===== config.mk =====
export PLATFORM = sky130hd
export DESIGN_NAME = adcseq_top
export DESIGN_NICKNAME = d
export VERILOG_FILES = /design/src/verilog/adcseq_pkg.sv /design/src/verilog/adcseq_edge.sv /design/src/verilog/adcseq_top.sv
export SDC_FILE = /design/constraint.sdc
export NUM_CORES = 1
export LEC_CHECK = 0
export ABC_CLOCK_PERIOD_IN_PS = 4700
export BUFFER_PORTS_ARGS = -buffer_cell sky130_fd_sc_hd__buf_2
export CAP_MARGIN = 10
export CELL_PAD_IN_SITES_DETAIL_PLACEMENT = 0
export CELL_PAD_IN_SITES_GLOBAL_PLACEMENT = 1
export CORE_MARGIN = 2
export CORE_UTILIZATION = 48
export DETAILED_ROUTE_END_ITERATION = 16
export PLACE_DENSITY_LB_ADDON = 0.1
export SLEW_MARGIN = 20
export SYNTH_ARGS = -nofsm -noshare
export SYNTH_HDL_FRONTEND = slang
export SYNTH_SLANG_ARGS = --single-unit

===== constraint.sdc =====
create_clock -name I_CLK -period 4.7 [get_ports I_CLK]
set_input_delay 0.235 -clock I_CLK [delete_from_list [all_inputs] [get_ports I_CLK]]
set_output_delay 0.235 -clock I_CLK [all_outputs]
set_load 0.02 [all_outputs]

===== src/verilog/adcseq_pkg.sv =====
// package for the converter sequencer: offsets, fields, reset values
package adcseq_pkg;
  // register byte offsets (apb, one word each)
  localparam logic [7:0] ADR_CTRL   = 8'h00;
  localparam logic [7:0] ADR_TRIG   = 8'h04;
  localparam logic [7:0] ADR_CHAN   = 8'h08;
  localparam logic [7:0] ADR_STAT   = 8'h0C;
  localparam logic [7:0] ADR_RES    = 8'h10;
  localparam logic [7:0] ADR_PREV   = 8'h14;
  localparam logic [7:0] ADR_ACC    = 8'h18;
  localparam logic [7:0] ADR_ERR    = 8'h1C;
  localparam logic [7:0] ADR_SETPT  = 8'h20;
  localparam logic [7:0] ADR_THRESH = 8'h24;
  // control register bit positions
  localparam int CTL_ON    = 0;
  localparam int CTL_GO    = 1;
  localparam int CTL_CONT  = 2;
  localparam int CTL_PSIS  = 3;
  localparam int CTL_DSEN  = 4;
  localparam int CTL_RC    = 5;
  localparam int CTL_IE    = 6;
  // status register bit positions
  localparam int ST_DONE   = 0;
  localparam int ST_MATH   = 1;
  localparam int ST_THR    = 2;
  localparam int ST_PEND   = 3;
  localparam int ST_BUSY   = 4;
  localparam int ST_PWRDN  = 5;
  // reset values
  localparam logic [6:0]  CTRL_RST = 7'h00;
  localparam logic [4:0]  TRIG_RST = 5'h00;
  localparam logic [5:0]  CHAN_RST = 6'h00;
  localparam logic [15:0] WORD_RST = 16'h0000;
  // trigger source codes (auto_trigger_select field)
  localparam logic [4:0] TRG_NONE  = 5'h00;
  localparam int         NUM_HWTRG = 13;
  localparam logic [4:0] TRG_ERRRD = 5'h0E;
  localparam logic [4:0] TRG_RESRD = 5'h0F;
  localparam logic [4:0] TRG_CHWR  = 5'h10;
  // channel codes
  localparam logic [5:0] CH_FIXREF = 6'h3F;
  localparam logic [5:0] CH_DAC    = 6'h3E;
  localparam logic [5:0] CH_TEMP   = 6'h3D;
  localparam logic [5:0] CH_AGND   = 6'h3C;
  localparam logic [5:0] CH_RSVD   = 6'h3B;
  localparam logic [5:0] CH_PINMAX = 6'h22;
  // timing: conversion length in clocks, extra instruction cycle for rc
  localparam logic [4:0] CONV_CYC  = 5'd12;
  localparam logic [4:0] INSTR_CYC = 5'd4;
endpackage : adcseq_pkg


===== src/verilog/adcseq_edge.sv =====
// synchroniser and rising-edge detector for one trigger source
`timescale 1ns/10ps
module adcseq_edge (
  // clock and reset
  input  wire logic I_CLK,
  input  wire logic I_RESETN,
  // asynchronous level in, one-cycle pulse out
  input  wire logic i_level,
  output logic      o_rise
);
  logic s1_q;
  logic s2_q;
  logic s3_q;

  // s1 feeds s2 only; the edge is taken between s2 and s3
  always_ff @(posedge I_CLK) begin
    if (!I_RESETN) begin
      s1_q <= 1'b0;
      s2_q <= 1'b0;
      s3_q <= 1'b0;
    end else begin
      s1_q <= i_level;
      s2_q <= s1_q;
      s3_q <= s2_q;
    end
  end

  assign o_rise = s2_q & ~s3_q;
endmodule : adcseq_edge


===== src/verilog/adcseq_top.sv =====
// converter sequencer: apb registers, start logic, completion, sleep
//
// Behaviour
// - no conversion activity unless converter_on is set.
// - start on software go, selected trigger, or continuous retrigger.
// - with previous_source_select set, old result moves to previous_value.
// - completion clears conversion_go unless continuous_mode is set.
// - completion sets done flag, computation_complete, updates accumulator.
// - error each conversion, or every second with double sampling.
// - threshold computation runs after completion, one cycle later.
// - conversions proceed in sleep only on the dedicated rc clock.
// - with rc clock, start waits one extra instruction cycle.
// - completion in sleep with interrupt enabled requests wake-up.
// - completion in sleep with interrupt disabled powers converter down.
// - trigger in sleep on rc clock runs a full conversion.
// - trigger in sleep on other clocks stays pending until wake.
// - rising edge of selected source sets conversion_go by hardware.
// - trigger source chosen by five-bit auto_trigger_select field.
// - sources: pin, timers, capture-compare, pwm, comparators, pin change.
// - sources also: error-high read, result-high read, channel write.
`timescale 1ns/10ps
module adcseq_top
  import adcseq_pkg::*;
(
  // clock and reset
  input  wire logic        I_CLK,
  input  wire logic        I_RESETN,
  // apb slave
  input  wire logic        I_PSEL,
  input  wire logic        I_PENABLE,
  input  wire logic        I_PWRITE,
  input  wire logic [7:0]  I_PADDR,
  input  wire logic [31:0] I_PWDATA,
  output logic [31:0]      O_PRDATA,
  output logic             O_PREADY,
  output logic             O_PSLVERR,
  // hardware trigger sources, asynchronous levels, index = code - 1
  input  wire logic [12:0] I_TRIG_SRC,
  // device sleep state
  input  wire logic        I_SLEEP,
  // analog converter core
  input  wire logic [9:0]  I_CONV_DATA,
  output logic             O_CONV_POWER,
  output logic             O_CONV_SAMPLE,
  output logic [5:0]       O_CHAN_SEL,
  // system
  output logic             O_WAKE_REQ,
  output logic             O_DONE_IRQ
);

  typedef enum logic [1:0] {S_IDLE, S_DELAY, S_CONV} adcseq_state_t;

  adcseq_state_t state_q, state_d;
  logic [6:0]  ctrl_q;
  logic [4:0]  trig_q;
  logic [5:0]  chan_q;
  logic [15:0] res_q, prev_q, acc_q, err_q, setpt_q, thresh_q;
  logic        done_q, math_q, thr_q, pend_q, pwrdn_q, half_q;
  logic        calc_q;
  logic [4:0]  cnt_q;
  logic [31:0] prdata_q;
  logic        pready_q;
  logic        pslverr_q;
  logic        wake_q;
  logic [12:0] trig_rise;

  // zero extend helper for result and accumulator
  function automatic logic [15:0] ext10(input logic [9:0] v);
    ext10 = {6'h00, v};
  endfunction : ext10

  // synchronise each hardware trigger and find its rising edge
  genvar g;
  generate
    for (g = 0; g < NUM_HWTRG; g++) begin : g_trg
      adcseq_edge u_edge (
        .I_CLK    (I_CLK),
        .I_RESETN (I_RESETN),
        .i_level  (I_TRIG_SRC[g]),
        .o_rise   (trig_rise[g])
      );
    end
  endgenerate

  logic sleep_s1_q, sleep_q;
  always_ff @(posedge I_CLK) begin
    if (!I_RESETN) begin
      sleep_s1_q <= 1'b0;
      sleep_q    <= 1'b0;
    end else begin
      sleep_s1_q <= I_SLEEP;
      sleep_q    <= sleep_s1_q;
    end
  end

  // apb decode; access completes in its second access cycle (one wait state)
  wire acc_en   = I_PSEL & I_PENABLE & ~pready_q;
  wire wr_en    = acc_en & I_PWRITE;
  wire rd_en    = acc_en & ~I_PWRITE;
  wire wr_ctrl  = wr_en & (I_PADDR == ADR_CTRL);
  wire wr_trig  = wr_en & (I_PADDR == ADR_TRIG);
  wire wr_chan  = wr_en & (I_PADDR == ADR_CHAN);
  wire wr_stat  = wr_en & (I_PADDR == ADR_STAT);
  wire wr_setpt = wr_en & (I_PADDR == ADR_SETPT);
  wire wr_thr   = wr_en & (I_PADDR == ADR_THRESH);
  wire rd_err   = rd_en & (I_PADDR == ADR_ERR);
  wire rd_res   = rd_en & (I_PADDR == ADR_RES);
  wire addr_ok  = (I_PADDR[1:0] == 2'b00) && (I_PADDR <= ADR_THRESH);

  // selected source: hardware edge or register access event
  wire hw_sel   = (trig_q != TRG_NONE) && (trig_q <= 5'(NUM_HWTRG));
  // padded to sixteen so every four-bit index stays in range
  wire [15:0] rise_all = {3'b000, trig_rise};
  wire hw_hit   = hw_sel && rise_all[4'(trig_q - 5'd1)];
  wire reg_hit  = (trig_q == TRG_ERRRD && rd_err)
               || (trig_q == TRG_RESRD && rd_res)
               || (trig_q == TRG_CHWR  && wr_chan);
  wire trig_ev  = hw_hit | reg_hit;

  wire on       = ctrl_q[CTL_ON];
  wire rc_clk   = ctrl_q[CTL_RC];
  // sleep on a non-rc clock halts the converter
  wire halted   = sleep_q & ~rc_clk;
  wire go_now   = ctrl_q[CTL_GO] | pend_q;
  wire finish   = (state_q == S_CONV) && (cnt_q == 5'd1);
  wire may_run  = on & ~halted & ~pwrdn_q;
  wire do_err   = ~ctrl_q[CTL_DSEN] | half_q;

  // sequencer
  always_comb begin
    state_d = state_q;
    case (state_q)
      S_IDLE: begin
        if (may_run && go_now) begin
          state_d = rc_clk ? S_DELAY : S_CONV;
        end
      end
      S_DELAY: begin
        if (!on) begin
          state_d = S_IDLE;
        end else if (cnt_q == 5'd1) begin
          state_d = S_CONV;
        end
      end
      S_CONV: begin
        if (!on || halted) begin
          state_d = S_IDLE;
        end else if (finish) begin
          state_d = S_IDLE;
        end
      end
      default: state_d = S_IDLE;
    endcase
  end

  always_ff @(posedge I_CLK) begin
    if (!I_RESETN) begin
      state_q <= S_IDLE;
      cnt_q   <= 5'd0;
    end else begin
      state_q <= state_d;
      if (state_q != S_DELAY && state_d == S_DELAY) begin
        cnt_q <= INSTR_CYC;
      end else if (state_q != S_CONV && state_d == S_CONV) begin
        cnt_q <= CONV_CYC;
      end else if (cnt_q != 5'd0) begin
        cnt_q <= cnt_q - 5'd1;
      end
    end
  end

  // control, trigger and channel registers
  always_ff @(posedge I_CLK) begin
    if (!I_RESETN) begin
      ctrl_q <= CTRL_RST;
      trig_q <= TRIG_RST;
      chan_q <= CHAN_RST;
    end else begin
      if (wr_ctrl) begin
        ctrl_q <= I_PWDATA[6:0];
      end
      // hardware set of go wins over any clear in the same cycle
      if (on && trig_ev) begin
        ctrl_q[CTL_GO] <= 1'b1;
      end else if (finish && !ctrl_q[CTL_CONT]) begin
        ctrl_q[CTL_GO] <= 1'b0;
      end
      if (wr_trig) begin
        trig_q <= I_PWDATA[4:0];
      end
      if (wr_chan) begin
        chan_q <= I_PWDATA[5:0];
      end
    end
  end

  // trigger in sleep without rc clock: remember it until wake
  always_ff @(posedge I_CLK) begin
    if (!I_RESETN) begin
      pend_q <= 1'b0;
    end else if (on && trig_ev && halted) begin
      pend_q <= 1'b1;
    end else if (state_q == S_CONV) begin
      pend_q <= 1'b0;
    end
  end

  // completion: result, previous value, accumulator, flags
  always_ff @(posedge I_CLK) begin
    if (!I_RESETN) begin
      res_q  <= WORD_RST;
      prev_q <= WORD_RST;
      acc_q  <= WORD_RST;
      done_q <= 1'b0;
      math_q <= 1'b0;
      half_q <= 1'b0;
      calc_q <= 1'b0;
    end else begin
      calc_q <= 1'b0;
      if (finish) begin
        if (ctrl_q[CTL_PSIS]) begin
          prev_q <= res_q;
        end
        res_q  <= ext10(I_CONV_DATA);
        acc_q  <= acc_q + ext10(I_CONV_DATA);
        half_q <= ~half_q;
        calc_q <= do_err;
      end
      // set wins over a software clear in the same cycle
      if (finish) begin
        done_q <= 1'b1;
        math_q <= 1'b1;
      end else if (wr_stat) begin
        done_q <= done_q & ~I_PWDATA[ST_DONE];
        math_q <= math_q & ~I_PWDATA[ST_MATH];
      end
      if (wr_stat && I_PWDATA[8]) begin
        acc_q <= WORD_RST;
      end
    end
  end

  // error and threshold one cycle after the result lands
  always_ff @(posedge I_CLK) begin
    if (!I_RESETN) begin
      err_q    <= WORD_RST;
      thr_q    <= 1'b0;
      setpt_q  <= WORD_RST;
      thresh_q <= WORD_RST;
    end else begin
      if (wr_setpt) begin
        setpt_q <= I_PWDATA[15:0];
      end
      if (wr_thr) begin
        thresh_q <= I_PWDATA[15:0];
      end
      if (calc_q) begin
        err_q <= res_q - setpt_q;
      end
      if (calc_q && ($signed(res_q - setpt_q) > $signed(thresh_q))) begin
        thr_q <= 1'b1;
      end else if (wr_stat) begin
        thr_q <= thr_q & ~I_PWDATA[ST_THR];
      end
    end
  end

  // sleep completion: wake when enabled, else power down (on stays set)
  always_ff @(posedge I_CLK) begin
    if (!I_RESETN) begin
      pwrdn_q <= 1'b0;
      wake_q  <= 1'b0;
    end else begin
      wake_q <= finish & sleep_q & ctrl_q[CTL_IE];
      if (finish && sleep_q && !ctrl_q[CTL_IE]) begin
        pwrdn_q <= 1'b1;
      end else if (!sleep_q || (wr_ctrl && !I_PWDATA[CTL_ON])) begin
        pwrdn_q <= 1'b0;
      end
    end
  end

  // read mux
  logic [31:0] rd_mux;
  always_comb begin
    rd_mux = 32'h0000_0000;
    case (I_PADDR)
      ADR_CTRL:   rd_mux = {25'h0, ctrl_q};
      ADR_TRIG:   rd_mux = {27'h0, trig_q};
      ADR_CHAN:   rd_mux = {26'h0, chan_q};
      ADR_STAT:   rd_mux = {26'h0, pwrdn_q, (state_q != S_IDLE), pend_q,
                            thr_q, math_q, done_q};
      ADR_RES:    rd_mux = {16'h0, res_q};
      ADR_PREV:   rd_mux = {16'h0, prev_q};
      ADR_ACC:    rd_mux = {16'h0, acc_q};
      ADR_ERR:    rd_mux = {16'h0, err_q};
      ADR_SETPT:  rd_mux = {16'h0, setpt_q};
      ADR_THRESH: rd_mux = {16'h0, thresh_q};
      default:    rd_mux = 32'h0000_0000;
    endcase
  end

  always_ff @(posedge I_CLK) begin
    if (!I_RESETN) begin
      pready_q  <= 1'b0;
      pslverr_q <= 1'b0;
      prdata_q  <= 32'h0000_0000;
    end else begin
      pready_q  <= acc_en;
      pslverr_q <= acc_en & ~addr_ok;
      if (rd_en) begin
        prdata_q <= rd_mux;
      end
    end
  end

  // outputs, each from a flip-flop
  logic       pwr_q, smp_q;
  always_ff @(posedge I_CLK) begin
    if (!I_RESETN) begin
      pwr_q <= 1'b0;
      smp_q <= 1'b0;
    end else begin
      pwr_q <= may_run;
      smp_q <= (state_d == S_CONV);
    end
  end

  // channel code decoded by the analog mux; reserved code connects nothing
  assign O_CHAN_SEL    = chan_q;
  assign O_PRDATA      = prdata_q;
  assign O_PREADY      = pready_q;
  assign O_PSLVERR     = pslverr_q;
  assign O_CONV_POWER  = pwr_q;
  assign O_CONV_SAMPLE = smp_q;
  assign O_WAKE_REQ    = wake_q;
  assign O_DONE_IRQ    = done_q;
endmodule : adcseq_top

==> results of run 1 <==
==> placed cells by master, fill, tap and decap left out, types with 8 or more instances in the layout <==
cell	synthesis	layout
o211ai_1	13	13
nand3_1	51	51
buf_2	18	80
mux2i_1	28	28
dfxtp_1	178	178
conb_1	1	16
a22oi_1	27	27
nand2_1	151	151
nor3_1	12	12
nor2_1	59	59
nand2b_1	8	8
a21boi_0	32	32
dlygate4sd3_1	0	8
and3_1	9	9
a21oi_1	71	71
xnor2_1	13	13
xor2_1	11	11
a211oi_1	10	10
and2_1	50	50
clkbuf_16	0	17
o21ai_0	41	41
inv_1	47	46
ha_1	42	42
nor2b_1	21	21
==> synth_stat cells (18+ instances only) <==
cell / n / area, µm²
nand2_1: 151 / 567
buf_4: 18 / 135
clkbuf_1: 36 / 135
inv_1: 47 / 176
and2_1: 50 / 313
nor2_1: 59 / 221
a21boi_0: 32 / 240
dfxtp_1: 178 / 3560
mux2i_1: 28 / 280
a21oi_1: 71 / 355
buf_2: 18 / 90.1
o21ai_0: 41 / 205
nor2b_1: 21 / 131
nand3_1: 51 / 255
a22oi_1: 27 / 203
ha_1: 42 / 526
==> final timing paths <==
check | from | end | slack, ns | cells after the start
max reg2reg | res_q[0] | thr_q | 0.93 | 16
min | I_TRIG_SRC[2] | g_trg[2].u_edge.s1_q | 0.008 | 2
min reg2reg | g_trg[9].u_edge.s1_q | g_trg[9].u_edge.s2_q | 0.42 | 1
max | res_q[0] | thr_q | 0.93 | 16
==> flip-flops by register name, indices dropped and copies added, names as in the netlist, 2 cells and up <==
| name | cells |
|---|---|
| state_q | 2 |
| g_trg.u_edge.s1_q | 13 |
| cnt_q | 5 |
| thresh_q | 16 |
| trig_q | 5 |
| res_q | 10 |
| setpt_q | 16 |
| g_trg.u_edge.s2_q | 13 |
| prev_q | 10 |
| g_trg.u_edge.s3_q | 13 |
| O_CHAN_SEL | 6 |
| acc_q | 16 |
| err_q | 16 |
| O_PRDATA | 16 |
| ctrl_q | 7 |
==> power by group <==
group          internal, mW  leakage, nW  switching, mW
Sequential             1.54         1.44         0.0158
Clock                 0.746        0.277          0.650
Combinational        0.0944         2.19          0.158
Total                  2.38         3.91          0.824
==> layout make-up <==
class	count	area, µm²	share of cell area (%)
Multi-Input combinational cell	786	5090	49.8
Sequential cell	178	3560	34.9
Timing Repair Buffer	95	533	5.21
Clock buffer	17	425	4.16
Tap cell	234	293	2.86
Inverter	47	176	1.73
Clock inverter	15	145	1.42
==> through the flow <==
stage / total power, mW / util (%) / instances / setup slack [ns] / hold slack [ns]
global route: 3.32 / 54.6 / 1372 / 0.642 / 0.00721
floorplan: 1.77 / - / 1087 / 1.45 / 0.362
global placement: 1.83 / 51.1 / 1332 / 1.07 / 0.417
detailed placement: 1.83 / 51.1 / 1332 / 0.978 / 0.420
CTS: 3.23 / 54.6 / 1372 / 0.956 / 0.00123
finish: 3.20 / 54.6 / 1372 / 0.926 / 0.00849
==> worst reg2reg max path, cell delays in order (launching register included) <==
cell       delay, ns
dfxtp_1         0.36
inv_1           0.08
ha_1            0.17
inv_1           0.06
fa_1            0.40
a21o_1          0.23
a311oi_1        0.31
o21ai_0         0.15
a41o_1          0.34
nand2_1         0.11
xor2_1          0.07
ha_1            0.32
nand4_1         0.17
a2111oi_0       0.45
a211o_1         0.17
mux2i_1         0.17
o21ai_0         0.09
==> cell families after synthesis <==
logic type / count (synthesis)
DFF: 178
muxes: 41
buffers and inverters: 123
adders and majority gates: 44
and+or+nand+nor: 411
AOI/OAI and AO/OA: 250
xor gates and xnor gates: 24
other: 1
==> routing by layer <==
layer	up-vias	GRT usage [%]
met2	180	38.4
met5	-	0
met3	28	4.95
met4	0	7.21
li1	3845	-
met1	3622	37.0
==> run summary, run 1 <==
status: complete, no violations
DR vias: 7,675
area grow syn2layout: 11.8%
CTS tree: built
clk root buf: clkbuf_16
Mean Syn Cell Area: 8.53 µm²
post-route cell area: 0.0102 mm²
Die Area: 0.0202 mm²
gr usage total: 25.5%
RSZ-0062 raised after global routing: no
Post-CTS Resized: 0
Fmax achieved: 265 MHz
mux cell area share after synthesis: 5.41%
CTS buffer count: 17
first-pass GRT wire length: 40.1 mm
worst path bufs/invs: 2
Clock Skews: 0.0105 ns
crit path time final: 3.77 ns
max-slew violations: 0
vias in the first global route: 7,335
Post-Synthesis Cells: 1,072
slowest stage cell, crit path: a2111oi_0
Post-synth top flop: dfxtp_1
Lkg Pwr: 3.91 nW
Post-Synth Simple-Gate Area: 22.7%
initial core utilization: 48.9%
fillcell total: 1,833
# clock sinks: 178
Final Hold Fails: 0
CP Capture Type: flop
critical path peak fanout: 7
port bufs: 80
met1 WL: 12.2 mm
Std-Cell Rows: 50
Ports: 113
Die Ht: 142 µm
H-tree levels: 4
Post-CTS Setup Inserts: 0
aggregate global routing overflow: 0
critical path cell sequence: inv_1, ha_1, inv_1, fa_1, a21o_1, a311oi_1, o21ai_0, a41o_1, nand2_1, xor2_1, ha_1, nand4_1, a2111oi_0, a211o_1, mux2i_1, o21ai_0
n_diodes: 0
Critical Path RT: 5.01 ns
RD Place Congestion: 0.907
largest family of logic cells by synthesized area: simple AND/OR/NAND/NOR gates
DR WL met3: 1.31 mm
Detailed Routing Iterations Pass 1: 5
largest net degree at the start of global routing: 59
crit path DAT: 4.09 ns
register bit total from synthesis: 178
clk slew on worst S/H paths: 0.07 ns
Top delay family on crit path: compound AO/OA/AOI/OAI gates
Synth Area in Compound Gates: 18.3%
Synth async-reset ratio: 0%
DR iter-0 viols: 493
routed wire length: 24.7 mm
DR DRC count: 0
core area: 0.0187 mm²
placement-stage cell area: 0.00956 mm²
crit start category: flop
max_slew headroom: 26.1%
CTS max path bufs: 2
Max Cap Viol: 0
Post-Synth XOR/XNOR Area: 2.30%
Mapped Area: 0.00914 mm²
post-synthesis cell type count: 77
Top Metal Used: met4
met2 wire length: 10.7 mm
WL/cell: 18.0 µm
ANT nets after route: 0
pwr dens: 313 mW/mm²
layout cell share with drive strength beyond 1: 13.1%
Worst Tran Pin Value: 1.11 ns
VDD IR-drop max: 227 µV
nets: 1,238
final worst-path cycle share: 80.3%
Die X-Extent: 142 µm
setup TNS: 0 ns
initial antenna violation count: 0
EDFF count, synth: 0
critical path type: reg2reg
YS warnings: 0
Hold/Removal Path Class: in2reg
Adder-Cell Fraction of Synth Area: 6.19%
sequential area share after synthesis: 39.0%
slowest cell delay on critical path: 0.45 ns
Hold Buf Count CTS: 8
Via density: 5.59
post-DP HPWL: 17.8 mm
Setup violations, final: 0
clk_lat worst skew: 0.43 ns
Power figures use the tool's default switching activity.
==> run 2: changes to the inputs <==
Settings changed: ABC_CLOCK_PERIOD_IN_PS 4700 to 3300, CORE_UTILIZATION 48 to 40.
Clock period 4.7 ns to 3.3 ns, I/O delays scaled along.
==> run 2 against run 1 <==
Against the previous run: the run now ends with negative setup slack left; combinational power grew 51%; sequential cell count is the same; clock skew grew 0.00071 ns; worst hold slack gained 0.0068 ns; largest power group unchanged; largest cell class unchanged; via count grew 2.9%; setup slack lost 1.0 ns.
==> run summary, run 2 (synthesis results as in run 1) <==
status: complete, but fails checks
failing checks: negative setup slack
Clock Skews: 0.0112 ns
area grow syn2layout: 18.2%
gr usage total: 22.4%
Die Ht: 155 µm
commonest non-fill, non-tap cell in the layout: dfxtp_1
setup TNS: -0.0789 ns
max_slew headroom: 42.2%
vias in the first global route: 7,267
WL/cell: 18.1 µm
Max Cap Viol: 0
CTS max path bufs: 2
initial core utilization: 40.5%
fillcell total: 2,228
Final Hold Fails: 0
VDD IR-drop max: 349 µV
CP Capture Type: flop
critical path type: reg2reg
routed wire length: 26.8 mm
layout cell share with drive strength beyond 1: 16.5%
aggregate global routing overflow: 0
post-DP HPWL: 19.5 mm
pwr dens: 425 mW/mm²
ANT nets after route: 0
Setup WS post-layout: -0.0789 ns
Hold/Removal Path Class: in2reg
crit path DAT: 3.70 ns
non-filler cells, final: 1,481
RSZ-0062 raised after global routing: yes
Ports: 113
Std-Cell Rows: 55
crit path time final: 3.38 ns
Die Area: 0.0241 mm²
final worst-path cycle share: 102%
placed insts: 1,414
CTS tree: built
clk slew on worst S/H paths: 0.07 ns
Critical Path RT: 3.62 ns
Worst Tran Pin Value: 0.866 ns
Lkg Pwr: 4.18 nW
most frequent cells in the layout: 176 x dfxtp_1, 150 x nand2_1, 80 x buf_2
n_diodes: 0
critical path peak fanout: 3
nets: 1,296
first-pass GRT wire length: 41.7 mm
CTS buffer count: 17
clk root buf: clkbuf_16
clk_lat worst skew: 0.43 ns
Fmax achieved: 296 MHz
H-tree levels: 4
DR vias: 7,900
DR iter-0 viols: 582
crit start category: flop
Detailed Routing Iterations Pass 1: 5
Setup violations, final: 1
# clock sinks: 178
Via density: 5.33
largest net degree at the start of global routing: 65
initial antenna violation count: 0
Die X-Extent: 155 µm
DR DRC count: 0
core area: 0.0226 mm²
port bufs: 80
max-slew violations: 0
RD Place Congestion: 0.860
## run 2: layer usage
layer  part of all wire, %  vias to the layer above  GRT usage [%]
li1                      -                     3955              -
met1                    50                     3741           32.5
met2                    44                      177           34.4
met3                   4.5                       27           3.43
met4                   1.8                        0           6.90
met5                     0                        -              0
## run 2: final cells by class
class	instances	area [µm²]	share of cell area, %
clock buffers	18	429	3.97
well taps	285	357	3.30
inverters	47	176	1.63
clock inverters	14	145	1.34
multi-input cells	786	5110	47.3
flip-flops and latches	178	3570	33.0
repair buffers	153	1020	9.44
## run 2: repair_timing
item | in CTS | in global routing
setup buffers | 4 | 4
pin swaps | 13 | 12
endpoints found under the setup margin | 1 | 1
gates resized for setup | 10 | 5
hold endpoints to repair | 34 | 0
hold buffers | 27 | 0
## run 2: where the power goes
part	switching, mW	internal, mW	total [mW]	leakage, nW
registers	0.0221	2.19	2.21	1.44
logic	0.230	0.152	0.381	2.46
clock network	0.938	1.07	2.00	0.271
## run 2: per-stage QoR
step                      area (µm²)  total power, mW  hold WS [ns]  utilization (%)  setup slack (ns)
final                          10800             4.60        0.0153             47.9           -0.0789
after global routing           10800             4.79        0.0105             47.9            -0.230
after CTS                      10800             4.66       0.00286             47.6           0.00302
after detailed placement        9860             2.62         0.376             43.7            -0.274
after global placement          9860             2.62         0.374             43.7            -0.180
after floorplan                 9200             2.53         0.292                -            0.0481
## run 2: path summary, 6_finish.rpt
check	depth (start not counted)	slack, ns	start	to
max reg2reg	16	-0.08	res_q[0]	thr_q
min reg2reg	1	0.43	g_trg[11].u_edge.s1_q	g_trg[11].u_edge.s2_q
min	3	0.02	I_PSEL	O_PREADY
max	16	-0.08	res_q[0]	thr_q
## run 2: critical path, cell delays in order (launching register included)
cell and delay, ns:
dfxtp_2 0.33, inv_2 0.06, ha_4 0.13, inv_2 0.03, fa_2 0.34, a21o_1 0.22
a311oi_2 0.25, o21ai_1 0.11, a41o_1 0.29, xor2_2 0.17, inv_1 0.06, ha_1 0.29
nand4_1 0.15, a2111oi_2 0.42, a211o_1 0.17, mux2i_1 0.18, o21ai_1 0.08
